<file path="src/rtl/rbt_defs.svh">
`ifndef RBT_DEFS_SVH
`define RBT_DEFS_SVH

// ----------------------------------------
// clock
// ----------------------------------------
`define RBT_CLK_MHZ        100

// ----------------------------------------
// bus stall window, ms
// ----------------------------------------
`define RBT_STALL_MIN_MS   25
`define RBT_STALL_MAX_MS   35
// aim mid-window so both bounds hold with margin
`define RBT_STALL_CYC      (((`RBT_STALL_MIN_MS + `RBT_STALL_MAX_MS) * `RBT_CLK_MHZ * 1000) / 2)

// ----------------------------------------
// oscillator halt delay, ms
// ----------------------------------------
`define RBT_HALT_TYP_MS    25
`define RBT_HALT_MAX_MS    100
`define RBT_HALT_CYC       (`RBT_HALT_TYP_MS * `RBT_CLK_MHZ * 1000)

// ----------------------------------------
// widths and reset values
// ----------------------------------------
`define RBT_SCL_MAX_KHZ    400
`define RBT_CNT_W          22
`define RBT_SYNC_RST       1'b1

`endif

</file>
<file path="src/rtl/rbt_pkg.sv">
package rbt_pkg;

    // ----------------------------------------
    // stall watchdog states
    // ----------------------------------------
    typedef enum logic [2:0]
    {
        ST_IDLE  = 3'b001,
        ST_LOW   = 3'b010,
        ST_STALL = 3'b100
    } rbt_state_t;

    // ----------------------------------------
    // pin drive pair, oe high while driving
    // ----------------------------------------
    typedef struct packed
    {
        logic drv;
        logic oe;
    } rbt_pin_t;

endpackage

</file>
<file path="src/rtl/rbt_sync.sv">
`include "rbt_defs.svh"

module rbt_sync #(
    parameter int W = 1
) (
    // clock and reset
    input  wire logic         clk,
    input  wire logic         rst,
    // async in, synced out
    input  wire logic [W-1:0] async_in,
    output logic      [W-1:0] sync_out
);

    logic [W-1:0] meta_r;

    // idle bus lines sit high, so reset to high
    always_ff @(posedge clk)
    begin
        if (rst)
        begin
            meta_r   <= {W{`RBT_SYNC_RST}};
            sync_out <= {W{`RBT_SYNC_RST}};
        end
        else
        begin
            meta_r   <= async_in;
            sync_out <= meta_r;
        end
    end

endmodule

</file>
<file path="src/rtl/rbt_pins.sv">
`include "rbt_defs.svh"

// Operation
// [RQ1] reset bus interface when scl stuck low
// [RQ2] detect any scl low beyond 25 ms; code detects only lows lasting STALL_CYC, 30 ms by default
// [RQ3] interface reset by 35 ms of low
// [RQ4] release sda once stall is detected
// [RQ5] stall watchdog only with oscillator running
// [RQ6] set halt flag after oscillator stop delay
// [RQ7] controller keeps scl fast, never stalls; the model holds scl low while the bench sets stall
// [RQ8] shared pin: alarm output or reference clock
// [RQ9] shared pin alarm: active low, open drain
// [RQ10] square pin: square wave or alarm
// [RQ11] square pin drives both levels
// [RQ12] sda only pulled low or released
// [RQ13] reference clock used only when selected
// [RQ14] sync scl/sda, restart count on rise
module rbt_pins #(
    parameter int STALL_CYC = `RBT_STALL_CYC,
    parameter int HALT_CYC  = `RBT_HALT_CYC
) (
    // clock and reset
    input  wire logic      clk,
    input  wire logic      rst,
    // i2c pins
    input  wire logic      scl_pin_in,
    input  wire logic      sda_pin_in,
    output rbt_pkg::rbt_pin_t sda_pin,
    // i2c engine side
    input  wire logic      core_sda_pull,
    output logic           scl_sync,
    output logic           sda_sync,
    output logic           bus_reset,
    output logic           bus_stalled,
    // oscillator
    input  wire logic      osc_running_in,
    input  wire logic      halt_flag_clear,
    output logic           oscillator_halt_flag,
    // timebase
    input  wire logic      external_timebase_select,
    input  wire logic      xtal_tick,
    output logic           count_tick,
    // shared clock-in / alarm pin
    input  wire logic      refclk_in_or_alarm_irq_pin_in,
    output rbt_pkg::rbt_pin_t refclk_in_or_alarm_irq_pin,
    input  wire logic      alarm_a,
    // square-wave / alarm pin
    input  wire logic      square_wave,
    input  wire logic      alarm_b,
    input  wire logic      sqw_irq_mode,
    output logic           square_wave_or_alarm_irq_pin
);

    // ----------------------------------------
    // input synchronisers
    // ----------------------------------------
    logic       osc_run_s;
    logic       refclk_s;
    logic [1:0] misc_s;

    // [RQ14] two flops on scl and sda
    rbt_sync #(
        .W(2)
    ) u_bus_sync (
        .clk      (clk),
        .rst      (rst),
        .async_in ({scl_pin_in, sda_pin_in}),
        .sync_out ({scl_sync, sda_sync})
    );

    rbt_sync #(
        .W(2)
    ) u_misc_sync (
        .clk      (clk),
        .rst      (rst),
        .async_in ({osc_running_in, refclk_in_or_alarm_irq_pin_in}),
        .sync_out (misc_s)
    );

    assign osc_run_s = misc_s[1];
    assign refclk_s  = misc_s[0];

    // ----------------------------------------
    // edge history
    // ----------------------------------------
    logic scl_d_r;
    logic ref_d_r;
    logic scl_rise;
    logic ref_rise;

    always_ff @(posedge clk)
    begin
        if (rst)
        begin
            scl_d_r <= 1'b1;
            ref_d_r <= 1'b1;
        end
        else
        begin
            scl_d_r <= scl_sync;
            ref_d_r <= refclk_s;
        end
    end

    assign scl_rise = scl_sync & ~scl_d_r;
    assign ref_rise = refclk_s & ~ref_d_r;

    // ----------------------------------------
    // scl low watchdog
    // ----------------------------------------
    localparam logic [`RBT_CNT_W-1:0] STALL_LAST = `RBT_CNT_W'(STALL_CYC - 1);
    localparam logic [`RBT_CNT_W-1:0] HALT_LAST  = `RBT_CNT_W'(HALT_CYC - 1);

    rbt_pkg::rbt_state_t     st_r;
    rbt_pkg::rbt_state_t     st_nxt;
    logic [`RBT_CNT_W-1:0]   low_cnt_r;
    logic                    stall_hit;

    // [RQ2] low phase reached the stall interval
    assign stall_hit = (st_r == rbt_pkg::ST_LOW) && !scl_sync && osc_run_s
                       && (low_cnt_r == STALL_LAST);

    always_comb
    begin
        st_nxt = st_r;
        case (st_r)
            rbt_pkg::ST_IDLE:
            begin
                // [RQ5] no watch while oscillator stopped
                if (!scl_sync && osc_run_s)
                    st_nxt = rbt_pkg::ST_LOW;
            end
            rbt_pkg::ST_LOW:
            begin
                if (scl_sync || !osc_run_s)
                    st_nxt = rbt_pkg::ST_IDLE;
                else if (stall_hit)
                    st_nxt = rbt_pkg::ST_STALL;
            end
            rbt_pkg::ST_STALL:
            begin
                // [RQ3] scl high ends stall, ready for start
                if (scl_sync)
                    st_nxt = rbt_pkg::ST_IDLE;
            end
            default:
            begin
                st_nxt = rbt_pkg::ST_IDLE;
            end
        endcase
    end

    always_ff @(posedge clk)
    begin
        if (rst)
            st_r <= rbt_pkg::ST_IDLE;
        else
            st_r <= st_nxt;
    end

    // [RQ14] count restarts whenever scl is high
    always_ff @(posedge clk)
    begin
        if (rst || scl_sync || !osc_run_s || st_r != rbt_pkg::ST_LOW)
            low_cnt_r <= '0;
        else if (!stall_hit)
            low_cnt_r <= low_cnt_r + 1'b1;
    end

    // [RQ1] engine reset pulse and held level
    always_ff @(posedge clk)
    begin
        if (rst)
        begin
            bus_reset   <= 1'b0;
            bus_stalled <= 1'b0;
        end
        else
        begin
            bus_reset   <= stall_hit;
            bus_stalled <= (st_nxt == rbt_pkg::ST_STALL);
        end
    end

    // ----------------------------------------
    // sda drive
    // ----------------------------------------
    // [RQ4] released while stalled, driven again once the stall ends
    always_ff @(posedge clk)
    begin
        if (rst)
            sda_pin <= '0;
        else
        begin
            // [RQ12] only ever drives low
            sda_pin.drv <= 1'b0;
            sda_pin.oe  <= core_sda_pull && (st_nxt != rbt_pkg::ST_STALL);
        end
    end

    // ----------------------------------------
    // oscillator halt flag
    // ----------------------------------------
    logic [`RBT_CNT_W-1:0] halt_cnt_r;
    logic                  halt_hit;

    assign halt_hit = !osc_run_s && (halt_cnt_r == HALT_LAST);

    always_ff @(posedge clk)
    begin
        if (rst || osc_run_s)
            halt_cnt_r <= '0;
        else if (!halt_hit)
            halt_cnt_r <= halt_cnt_r + 1'b1;
    end

    // [RQ6] set wins over a same-cycle clear
    always_ff @(posedge clk)
    begin
        if (rst)
            oscillator_halt_flag <= 1'b0;
        else if (halt_hit)
            oscillator_halt_flag <= 1'b1;
        else if (halt_flag_clear)
            oscillator_halt_flag <= 1'b0;
    end

    // ----------------------------------------
    // timebase select
    // ----------------------------------------
    // [RQ13] reference edges only when selected
    always_ff @(posedge clk)
    begin
        if (rst)
            count_tick <= 1'b0;
        else if (external_timebase_select)
            count_tick <= ref_rise;
        else
            count_tick <= xtal_tick;
    end

    // ----------------------------------------
    // alarm and square-wave pins
    // ----------------------------------------
    // [RQ8] pin is input when used as clock
    // [RQ9] alarm pulls low, pullup gives high
    always_ff @(posedge clk)
    begin
        if (rst)
            refclk_in_or_alarm_irq_pin <= '0;
        else
        begin
            refclk_in_or_alarm_irq_pin.drv <= 1'b0;
            refclk_in_or_alarm_irq_pin.oe  <= alarm_a && !external_timebase_select;
        end
    end

    // [RQ10] wave or active-low alarm
    // [RQ11] push-pull, no enable needed
    always_ff @(posedge clk)
    begin
        if (rst)
            square_wave_or_alarm_irq_pin <= 1'b1;
        else if (sqw_irq_mode)
            square_wave_or_alarm_irq_pin <= ~alarm_b;
        else
            square_wave_or_alarm_irq_pin <= square_wave;
    end

    // ----------------------------------------
    // checks
    // ----------------------------------------
    a_stall_reset: assert property ( // [RQ1]
        @(posedge clk) disable iff (rst)
        stall_hit |=> bus_reset && bus_stalled)
        else $error("stall did not reset bus interface");
    a_stall_len: assert property ( // [RQ2]
        @(posedge clk) disable iff (rst)
        $rose(bus_reset) |-> $past(low_cnt_r) == STALL_LAST)
        else $error("bus reset at wrong low count");

    a_stall_ready: assert property ( // [RQ3]
        @(posedge clk) disable iff (rst)
        bus_stalled && scl_sync |=> !bus_stalled)
        else $error("stall not left on scl high");
    a_stall_sda: assert property ( // [RQ4]
        @(posedge clk) disable iff (rst)
        bus_stalled |-> !sda_pin.oe)
        else $error("sda driven during stall");

    a_osc_gate: assert property ( // [RQ5]
        @(posedge clk) disable iff (rst)
        !osc_run_s |=> !bus_reset)
        else $error("timeout with oscillator stopped");
    a_halt_set: assert property ( // [RQ6]
        @(posedge clk) disable iff (rst)
        halt_hit |=> oscillator_halt_flag ##1 (oscillator_halt_flag || $past(halt_flag_clear)))
        else $error("halt flag not set or not held");

    a_halt_early: assert property ( // [RQ6]
        @(posedge clk) disable iff (rst)
        $rose(oscillator_halt_flag) |-> $past(halt_cnt_r) == HALT_LAST)
        else $error("halt flag set early");
    a_ref_mode: assert property ( // [RQ8]
        @(posedge clk) disable iff (rst)
        external_timebase_select |=> !refclk_in_or_alarm_irq_pin.oe)
        else $error("shared pin driven in clock mode");

    a_alarm_od: assert property ( // [RQ9]
        @(posedge clk) disable iff (rst)
        alarm_a && !external_timebase_select |=> refclk_in_or_alarm_irq_pin.oe
            && !refclk_in_or_alarm_irq_pin.drv)
        else $error("alarm not pulled low");
    a_sqw_alarm: assert property ( // [RQ10]
        @(posedge clk) disable iff (rst)
        sqw_irq_mode && alarm_b |=> !square_wave_or_alarm_irq_pin)
        else $error("square pin alarm not low");

    a_sqw_wave: assert property ( // [RQ11]
        @(posedge clk) disable iff (rst)
        !sqw_irq_mode |=> square_wave_or_alarm_irq_pin == $past(square_wave))
        else $error("square pin not following wave");
    a_sda_od: assert property ( // [RQ12]
        @(posedge clk) disable iff (rst)
        sda_pin.oe |-> !sda_pin.drv && $past(core_sda_pull))
        else $error("sda driven without pull request");

    a_tick_src: assert property ( // [RQ13]
        @(posedge clk) disable iff (rst)
        external_timebase_select && ref_rise |=> count_tick)
        else $error("reference edge not forwarded");
    a_cnt_restart: assert property ( // [RQ14]
        @(posedge clk) disable iff (rst)
        scl_rise |=> low_cnt_r == '0)
        else $error("count not restarted on scl rise");

endmodule

</file>
<file path="config.mk">
export PLATFORM = sky130hd
export DESIGN_NAME = rbt_pins
export DESIGN_NICKNAME = d
export VERILOG_FILES = /design/src/rtl/rbt_pkg.sv /design/src/rtl/rbt_sync.sv /design/src/rtl/rbt_pins.sv
export VERILOG_INCLUDE_DIRS = /design/src /design/src/rtl
export SDC_FILE = /design/constraint.sdc
export NUM_CORES = 1
export LEC_CHECK = 0
export BUFFER_PORTS_ARGS = -buffer_cell sky130_fd_sc_hd__buf_2
export CORE_AREA = 2 2 83 85
export CTS_BUF_LIST = sky130_fd_sc_hd__clkbuf_2 sky130_fd_sc_hd__clkbuf_4 sky130_fd_sc_hd__clkbuf_8
export DETAILED_ROUTE_END_ITERATION = 12
export DIE_AREA = 0 0 85 87
export PLACE_DENSITY = 0.64
export SLEW_MARGIN = 25
export SYNTH_ARGS = -nofsm -noshare
export SYNTH_HDL_FRONTEND = slang
export SYNTH_SLANG_ARGS = --single-unit
</file>
<file path="constraint.sdc">
create_clock -name clk -period 2.99 [get_ports clk]
set_input_delay 0.4485 -clock clk [delete_from_list [all_inputs] [get_ports clk]]
set_output_delay 0.4485 -clock clk [all_outputs]
set_load 0.02 [all_outputs]
</file>
After elaboration in Yosys (flattened, before gate mapping). Cells that the tools add are included.

Divide/modulo/power cells: 0. Bitwise operators: 3. Mux-type cells: 9. Equal/unequal tests: 8. Shifts and indexed selects: 0. Order comparisons: 0. Reductions and logical operators: 16. Multipliers: 0. $add $sub $neg: 2.

Operators by type and width (count): adder 22 x 1 -> 22 bit (second input constant) (2); equality test 22 bit (second input constant) (2); 2-to-1 mux 3 bit (4); case mux 3 bit (3 select lines) (1); logical AND 1 bit (7); equality test 3 bit (second input constant) (2); logical OR 1 bit (5); 2-to-1 mux 1 bit (4); equality test 3 x 1 -> 1 bit (second input constant) (1); equality test 3 x 2 -> 1 bit (second input constant) (1); logical NOT 1 bit (3); != test 3 x 2 -> 1 bit (second input constant) (1); != test 3 bit (second input constant) (1); inverter 1 bit (2); nonzero test 2 bit (1); bitwise AND 1 bit (1).

Input bits: 14. ROM bits: 0. Memory bits (writable): 0. Bits in latches: 0. Register bits after elaboration: 65. Memories: 0. Word-level logic and storage cells: 55. Output and inout port bits: 11.

Logic depth before layout (Yosys ltp). Gate-level depths: netlist (run 1).

Depth after elaboration: 9. Gate-level depth with buffers: 6. Depth with buffers taken out: 5.

By module. From an unflattened synthesis (run 1), not the netlist that was laid out.

Cell total of the unflattened synthesis: 294. Area total of the unflattened synthesis: 2670.1 um^2.

By module, submodules not included: rbt_pins (cells each 278, area each 2459.9 um^2, sequential area each 1101.1 um^2, instances 1); rbt_sync (cells each 8, area each 105.1 um^2, sequential area each 80.1 um^2, instances 2).

Least setup slack after synthesis (run 1). No wires, ideal clock.

Path type: reg-to-reg. Start point: reg u_bus_sync.sync_out[1]. End point: reg low_cnt_r[7]. Required time: 2.916 ns. Setup time: 0.074 ns. Buffers on the path: 1. Data arrival time: 1.700 ns. Setup slack: 1.216 ns. Cell stages (with the launch flop): 6. Clock period less this slack: 1.774 ns. Cell sequence: dfxtp_1 -> or3b_1 -> or3_1 -> clkbuf_1 -> a2111o_1 -> o21ai_0.

Longest elaborated chain between the ends: 4. Elaborated cells on any way between the ends: 7. Those cells by class: reduce/logical (7).

Ends and longest elaborated chain: start: declaration (RTL line rbt_sync.sv:11) `output logic [W-1:0] sync_out`; start signal: assignment (RTL line rbt_sync.sv:22) `` sync_out <= {W{`RBT_SYNC_RST}}; ``; start signal: assignment (RTL line rbt_sync.sv:27) `sync_out <= meta_r;`; logical NOT 1 bit (RTL line rbt_pins.sv:120) `assign stall_hit = (st_r == rbt_pkg::ST_LOW) && !scl_sync && osc_run_s`; logical AND 1 bit (2 in series) (RTL line rbt_pins.sv:120); logical AND 1 bit (RTL line rbt_pins.sv:121) `&& (low_cnt_r == STALL_LAST);`; end signal: assignment (RTL line rbt_pins.sv:167) `low_cnt_r <= low_cnt_r + 1'b1;`; end: declaration (RTL line rbt_pins.sv:116) `` logic [`RBT_CNT_W-1:0] low_cnt_r; ``.

Parallel ways exist; a longest one is shown, timed or not. A chain may end at the register's enable or synchronous reset.

Worst setup path in the final report (run 1).
Start point: reg halt_cnt_r[0]. End point: reg halt_cnt_r[5].

Longest elaborated chain between the ends: 2. Elaborated cells on any way between the ends: 3. Those cells by class: add/sub (1); eq/ne (1); reduce/logical (1).

Ends and longest elaborated chain: start: declaration (RTL line rbt_pins.sv:204) `` logic [`RBT_CNT_W-1:0] halt_cnt_r; ``; start signal: assignment (RTL line rbt_pins.sv:214) `halt_cnt_r <= halt_cnt_r + 1'b1;`; parallel branches: the longest is 2 deep, another holds adder 22 x 1 -> 22 bit.

Parallel ways; which one is timed is not known.

==> results of run 1 <==
## layout by cell type (no fill, tap or decap), drive strengths merged, types with 3 or more instances in the layout
cell / synthesis / layout
nand3: 17 / 17
clkinvlp: 0 / 4
or4: 9 / 9
dfxtp: 63 / 63
clkbuf: 9 / 9
or2: 10 / 10
nand2: 30 / 30
nor3: 8 / 8
a2111o: 6 / 6
nand4: 11 / 11
nor4b: 3 / 3
o21ai: 21 / 21
o31ai: 7 / 7
xor2: 5 / 5
and4: 9 / 9
and3: 4 / 4
nor2: 21 / 21
or3: 9 / 9
nand2b: 7 / 7
xnor2: 8 / 8
mux2i: 3 / 3
a31oi: 4 / 4
nor4: 6 / 6
a21oi: 27 / 27
buf: 6 / 24
inv: 5 / 6
## through the flow
| step | hold WS [ps] | power [uW] | utilization (%) | cells |
|---|---|---|---|---|
| 2_1_floorplan | 389.5 | 896.2 | - | 328 |
| 3_3_place_gp | 392.6 | 909.3 | 45.54 | 417 |
| 3_5_place_dp | 393.8 | 910.1 | 45.54 | 417 |
| 4_1_cts | 273.5 | 1559 | 48.17 | 433 |
| 5_1_grt | 271.6 | 1605 | 48.17 | 433 |
| 6_report | 287.1 | 1538 | 48.17 | 433 |
## worst max-delay path by stage
stage	startpoint	endpoint	slack, ps	cells past startpoint
finish	halt_cnt_r[0]	halt_cnt_r[5]	930	5
global route	halt_cnt_r[1]	halt_cnt_r[0]	710	5
CTS	halt_cnt_r[0]	halt_cnt_r[5]	930	5
detailed placement	halt_cnt_r[0]	halt_cnt_r[5]	940	5
global placement	rst	low_cnt_r[4]	980	4
floorplan	u_bus_sync.sync_out[1]	low_cnt_r[7]	1220	5
## registers in the layout, indices dropped and copies added, names as in the netlist, 2 cells and up
| name | count |
|---|---|
| low_cnt_r | 22 |
| u_bus_sync.meta_r | 2 |
| u_misc_sync.sync_out | 2 |
| st_r | 3 |
| u_bus_sync.sync_out | 2 |
| u_misc_sync.meta_r | 2 |
| halt_cnt_r | 22 |
## kinds of logic after synthesis
kind of cell | synth area share, %
AND/OR/NAND/NOR | 30.78
AO/OA/AOI/OAI | 15.39
flip-flops | 44.44
buffers and inverters | 3.307
XOR/XNOR | 4.012
multiplexers | 1.058
adder cells (fa/ha/maj) | 0.8817
other | 0.1321
## area by class of cell
class | instances | area, sq um
Clock inverter | 7 | 48.80
Timing Repair Buffer | 24 | 125.1
Fill cell | 617 | 3405
Multi-Input combinational cell | 245 | 1486
Tap cell | 80 | 100.1
Clock buffer | 9 | 123.9
Sequential cell | 63 | 1261
Inverter | 5 | 18.77
## Yosys cell counts (all sizes together), types with 9 or more instances
cell type   n
dfxtp      63
nand2      30
a21oi      27
nor2       21
o21ai      21
nand3      17
nand4      11
or2        10
and4        9
clkbuf      9
or3         9
or4         9
## power by group
part	switching (uW)	total (uW)	internal, uW
registers	3.86	852	848
logic	21.6	38.6	17.0
clock network	349	648	299
## worst reg2reg max path, cell delays in order (launching register included)
cell	delay [ps]
dfxtp_1	400
ha_1	230
nand4_1	150
nor4_1	820
a211oi_1	200
mux2i_1	160
## layer usage
metal	vias up	global-route usage, %	part of all wire (%)
li1	1245	-	-
met1	1141	21.00	48
met2	41	25.92	46
met3	6	4.645	4.3
met4	0	6.494	1.2
met5	-	0	0
==> results by group, run 1 <==
Min path
  • HP Class: input pin to flip-flop
  • HP Start: scl_pin_in
  • Hold path depth: 2
  • Endpoint, Worst Hold: u_bus_sync.meta_r[1]

Global routing
  • First-pass GRT wire length: roughly 9.7 mm
  • Grt ovf: 0
  • Vias in the first global route: between 2,000 and 2,500
  • Initial antenna violation count: 0
  • Global Route Usage Sum: approximately 16%
  • Largest net degree at the start of global routing: 24

Final layout
  • Nets@finish: between 300 and 400
  • P&R area growth vs syn: 11.51%
  • Antenna cells: 0
  • Design area: ~0.0032 sq mm
  • Layout cells sized above 1: 15.01%

Run
  • Max cap viols: 0

Placed design
  • DPL Wire Length: between 3 and 4 mm
  • Place WS: between 900 and 1000 ps
  • Final Wtd Congestion: roughly 0.8
  • IO Port Bufs: 22
  • Post-DP Area: around 0.003 sq mm

Yosys
  • Cell variety after synth: 42
  • Primary FF master, synth: dfxtp_1
  • FF+latch count, synth: 63
  • Mapped cell area: approximately 0.0028 sq mm
  • Post-synth top area share: between 40% and 50%
  • Register area share after synthesis: between 40 and 50%
  • Syn. warnings: 0
  • Avg Cell Area, Syn: approximately 8.7 sq um
  • Ys async rst share: 0%
  • Post-synth top area cell: dfxtp_1
  • Area contributors post-synth: dfxtp_1 (44%), a21oi_1 (4.8%), nand2_1 (4.0%)
  • Post-synth EDFFs: 0
  • Synth Instances: about 330

CTS
  • Clock Tree Buf Depth: 2
  • CTS Root Cell: clkbuf_8
  • Clock Latency Late Sink: approximately 340 ps
  • H-tree levels: 3
  • Clock sink count: 63
  • # hold bufs at CTS: 0
  • CTS tree: built
  • Clk slew on worst S/H paths: 80 ps
  • Post-CTS resize count: 0
  • Post-CTS Setup Inserts: 0
  • Total CTS buffers: 9

Setup path
  • Critical path data arrival time: 2290 ps
  • Critical Path RT: 3220 ps
  • R2R Path Start: halt_cnt_r[0]
  • Slowest cell on crit path: nor4_1
  • CP endpoint kind: flip-flop
  • Cell family with most CP delay: simple AND/OR/NAND/NOR gates
  • Buf/Inv on CP: 0
  • CP cell instances: ha_1 > nand4_1 > nor4_1 > a211oi_1 > mux2i_1
  • Max incr delay on CP: about 820 ps
  • Worst r2r dst: halt_cnt_r[5]
  • CP Max Fanout: 7
  • WS Path Type: flip-flop to flip-flop
  • Worst R2R Path Depth: 5
  • Flop-to-flop setup slack: a little over 900 ps
  • CP startpoint kind: flip-flop

Die
  • Core area: approximately 0.0066 sq mm
  • I/O Pins: 25
  • Die Y: just under 90 um
  • Initial Utilization: about 43%
  • Die Wd: roughly 85 um
  • Rows: 30
  • Die area: ~0.0074 sq mm

STA
  • RSZ-0062 raised after global routing: no
  • Clk_skew: just under 5 ps
  • Final Hold Fails: 0
  • Final setup vio count: 0
  • Final WS setup: a little over 900 ps
  • Worst slew pin tran: about 970 ps
  • Post-Route Setup TNS: 0 ps
  • Max transition margin: roughly a third
  • Fin crit share: 69.03%
  • Min Clock Period, post-route: ~2100 ps
  • Max Slew Vio Count: 0
  • Fmax: about 480 MHz

Power and ir drop
  • Pwr/cell area: 486.1 mW/mm^2
  • Pleak: slightly above 0.001 uW
  • Worst vdd ir: between 0.3 and 0.4 mV

Routing
  • Number of DRC markers in iteration 0: roughly 120
  • Routed WL: 5.733 mm
  • Via/cell ratio: between 5 and 6
  • Via count: around 2,400
  • Final ANT Viol Nets: 0
  • DRT Pass-1 Iters: 4
  • DRC viols: 0
  • Routed wire per std cell: around 13 um

Status
  • Outcome: completed
(Power assumes the default switching activity.)
==> run 2: changes to the inputs <==
--- a/config.mk
+++ b/config.mk
@@ -11,7 +11,7 @@
 export CTS_BUF_LIST = sky130_fd_sc_hd__clkbuf_2 sky130_fd_sc_hd__clkbuf_4 sky130_fd_sc_hd__clkbuf_8
 export DETAILED_ROUTE_END_ITERATION = 12
 export DIE_AREA = 0 0 85 87
-export PLACE_DENSITY = 0.64
+export PLACE_DENSITY = 0.66
 export SLEW_MARGIN = 25
 export SYNTH_ARGS = -nofsm -noshare
 export SYNTH_HDL_FRONTEND = slang
==> constraint.sdc (replaced) <==
create_clock -name clk -period 1.8 [get_ports clk]
set_input_delay 0.27 -clock clk [delete_from_list [all_inputs] [get_ports clk]]
set_output_delay 0.27 -clock clk [all_outputs]
set_load 0.02 [all_outputs]
==> run 2 against run 1 <==
Effect of this change: first-iteration DRC count fell by 20%; register-to-register slack got worse by 870 ps; via count is 4.8% higher; core utilization increased by 4.5 points; wire length increased by 8.5%; worst setup slack worse by 870 ps; die area unchanged; largest power group unchanged; highest routed layer unchanged.
==> results by group, run 2 (synthesis gave the netlist of run 1 again) <==
Placed design
  • Place WS: 47.67 ps (-887.4 ps)
  • Final Wtd Congestion: 0.7831 (-2.4%)
  • IO Port Bufs: 22 (unchanged)
  • DPL Wire Length: 4.375 mm (+12%)
  • Post-Place Cells: 443 (+6.2%)

CTS
  • Clock Tree Buf Depth: 2 (unchanged)
  • H-tree levels: 3 (unchanged)
  • CTS Root Cell: clkbuf_8
  • Clock sink count: 63 (unchanged)
  • Clock Latency Late Sink: 350 ps (about the same)
  • CTS tree: built
  • Total CTS buffers: 9 (unchanged)
  • Clk slew on worst S/H paths: 80 ps (about the same)

Final layout
  • FILL cells: 597 (-3.2%)
  • Core Util, Final: 52.67% (+4.5 points)
  • Biggest registers after layout: halt_cnt_r: 22 flops, low_cnt_r: 22 flops, st_r: 3 flops
  • Leading cell types in the layout, fill and taps excluded: dfxtp_1 (59), nand2_1 (30), buf_4 (29)
  • Antenna cells: 0 (unchanged)
  • Fin cells: 460 (+6.2%)
  • Commonest non-fill, non-tap cell in the layout: dfxtp_1
  • Layout cells sized above 1: 23.68% (+8.7 points)
  • P&R area growth vs syn: 21.91%
  • Nets@finish: 391 (+7.4%)

Setup path
  • R2R Path Start: halt_cnt_r[9]
  • Max incr delay on CP: 600 ps (-220 ps)
  • Worst r2r dst: halt_cnt_r[21]
  • Slowest cell on crit path: or4_4
  • CP cell instances: nand3_2 > or4_4 > or4_1 > a21oi_1
  • Worst R2R Path Depth: 4 (-1)
  • Buf/Inv on CP: 0 (unchanged)
  • Critical path data arrival time: 2030 ps (-260 ps)
  • Critical path depth in cells: 4 (-1)
  • CP endpoint kind: flip-flop
  • Critical Path RT: 2080 ps (-1140 ps)
  • CP startpoint kind: flip-flop
  • Flop-to-flop setup slack: 50 ps (-870 ps)
  • CP Max Fanout: 11 (+4)
  • WS Path Type: flip-flop to flip-flop
  • Cell family with most CP delay: simple AND/OR/NAND/NOR gates

Power and ir drop
  • Worst vdd ir: 0.6016 mV (+78%)
  • Pleak: 0.001182 uW (+16%)
  • Pwr/cell area: 835.5 mW/mm^2 (+72%)

STA
  • Worst slew pin tran: 566.7 ps (-398.6 ps)
  • Fin crit share: 97.10% (+28 points)
  • Max transition margin: 62.08% (+27 points)
  • Fmax: 572.2 MHz (+18%)
  • Final setup vio count: 0 (unchanged)
  • Max Slew Vio Count: 0 (unchanged)
  • Final hold slack: 100.2 ps (-186.9 ps)
  • Clk_skew: 7.914 ps (+3.008 ps)
  • Min Clock Period, post-route: 1748 ps (-316.1 ps)
  • Post-Route Setup TNS: 0 ps (unchanged)
  • Final Hold Fails: 0 (unchanged)
  • Final WS setup: 52.26 ps (-873.9 ps)
  • RSZ-0062 raised after global routing: yes

Min path
  • HP Class: input pin to flip-flop
  • Hold path depth: 2 (unchanged)
  • Endpoint, Worst Hold: u_misc_sync.meta_r[0]
  • HP Start: refclk_in_or_alarm_irq_pin_in

Global routing
  • Global Route Usage Sum: 17.78% (+1.5 points)
  • Initial antenna violation count: 0 (unchanged)
  • Grt met3 use: 3.981% (-0.66 points)
  • Largest net degree at the start of global routing: 20 (-17%)
  • Vias in the first global route: 2,416 (+12%)
  • First-pass GRT wire length: 10.71 mm (+10%)
  • Met1 usage: 21.38% (+0.38 points)
  • Grt ovf: 0 (unchanged)
  • Global-route track usage on met2: 29.90% (+4.0 points)
  • Most used routing layer: met2

Die
  • Core area: 0.006569 sq mm (unchanged)
  • Die area: 0.007395 sq mm (unchanged)
  • Die Y: 87 um (unchanged)
  • Initial Utilization: 43.20% (unchanged)
  • Rows: 30 (unchanged)
  • Die Wd: 85 um (unchanged)
  • I/O Pins: 25 (unchanged)

Routing
  • Via count: 2,551 (+4.8%)
  • Via/cell ratio: 5.546 (-1.3%)
  • Routed WL: 6.218 mm (+8.5%)
  • DRC viols: 0 (unchanged)
  • DRT Pass-1 Iters: 4 (unchanged)
  • Routed wire per std cell: 13.52 um (+2.1%)
  • Number of DRC markers in iteration 0: 92 (-20%)
  • Final ANT Viol Nets: 0 (unchanged)

Status
  • Outcome: completed

Run
  • Max cap viols: 0 (unchanged)
-- run 2: how the worst max path moves through the flow --
stage               slack [ps]                   start              to
finish                      50           halt_cnt_r[9]  halt_cnt_r[21]
global route                -5                 st_r[1]    low_cnt_r[5]
CTS                         40                 st_r[1]    low_cnt_r[4]
detailed placement          50                 st_r[1]    low_cnt_r[4]
global placement            80                 st_r[1]    low_cnt_r[4]
floorplan                   30  u_bus_sync.sync_out[1]    low_cnt_r[7]
-- run 2: worst register-to-register path, stage by stage (launching register included) --
cell and delay, ps:
dfxtp_2 360, nand3_2 90, or4_4 600, or4_1 480, a21oi_1 140
-- run 2: report_power, final --
group          switching (uW)  internal (uW)  total, uW
Combinational            38.7           31.5       70.3
Sequential               6.09           1410       1410
Clock                     610            796       1410
Total                     655           2240       2890
-- run 2: layout make-up --
class | instances | area, sq um | area share (%)
well taps | 80 | 100.1 | 2.893
multi-input cells | 245 | 1520 | 43.94
clock inverters | 7 | 102.6 | 2.966
clock buffers | 9 | 123.9 | 3.580
repair buffers | 51 | 327.8 | 9.476
inverters | 5 | 18.77 | 0.5425
flip-flops and latches | 63 | 1266 | 36.60
-- run 2: stage by stage --
stage               total power [uW]  area (sq um)
CTS                             2928          3413
global route                    2979          3460
global placement                1515          3187
floorplan                       1489          2841
finish                          2890          3460
detailed placement              1516          3187
-- run 2: repair_timing --
action | CTS | global route
setup endpoints to repair | 0 | 16
hold buffers | 0 | 0
buffers inserted | 0 | 1
gates resized for setup | 0 | 11
-- run 2: metal layers --
metal | vias to the layer above | wire (um) | part of all wire, %
li1 | 1307 | - | -
met1 | 1193 | 2839 | 46
met2 | 38 | 3050 | 49
met3 | 13 | 218 | 3.5
met4 | 0 | 110 | 1.8
met5 | - | 0 | 0
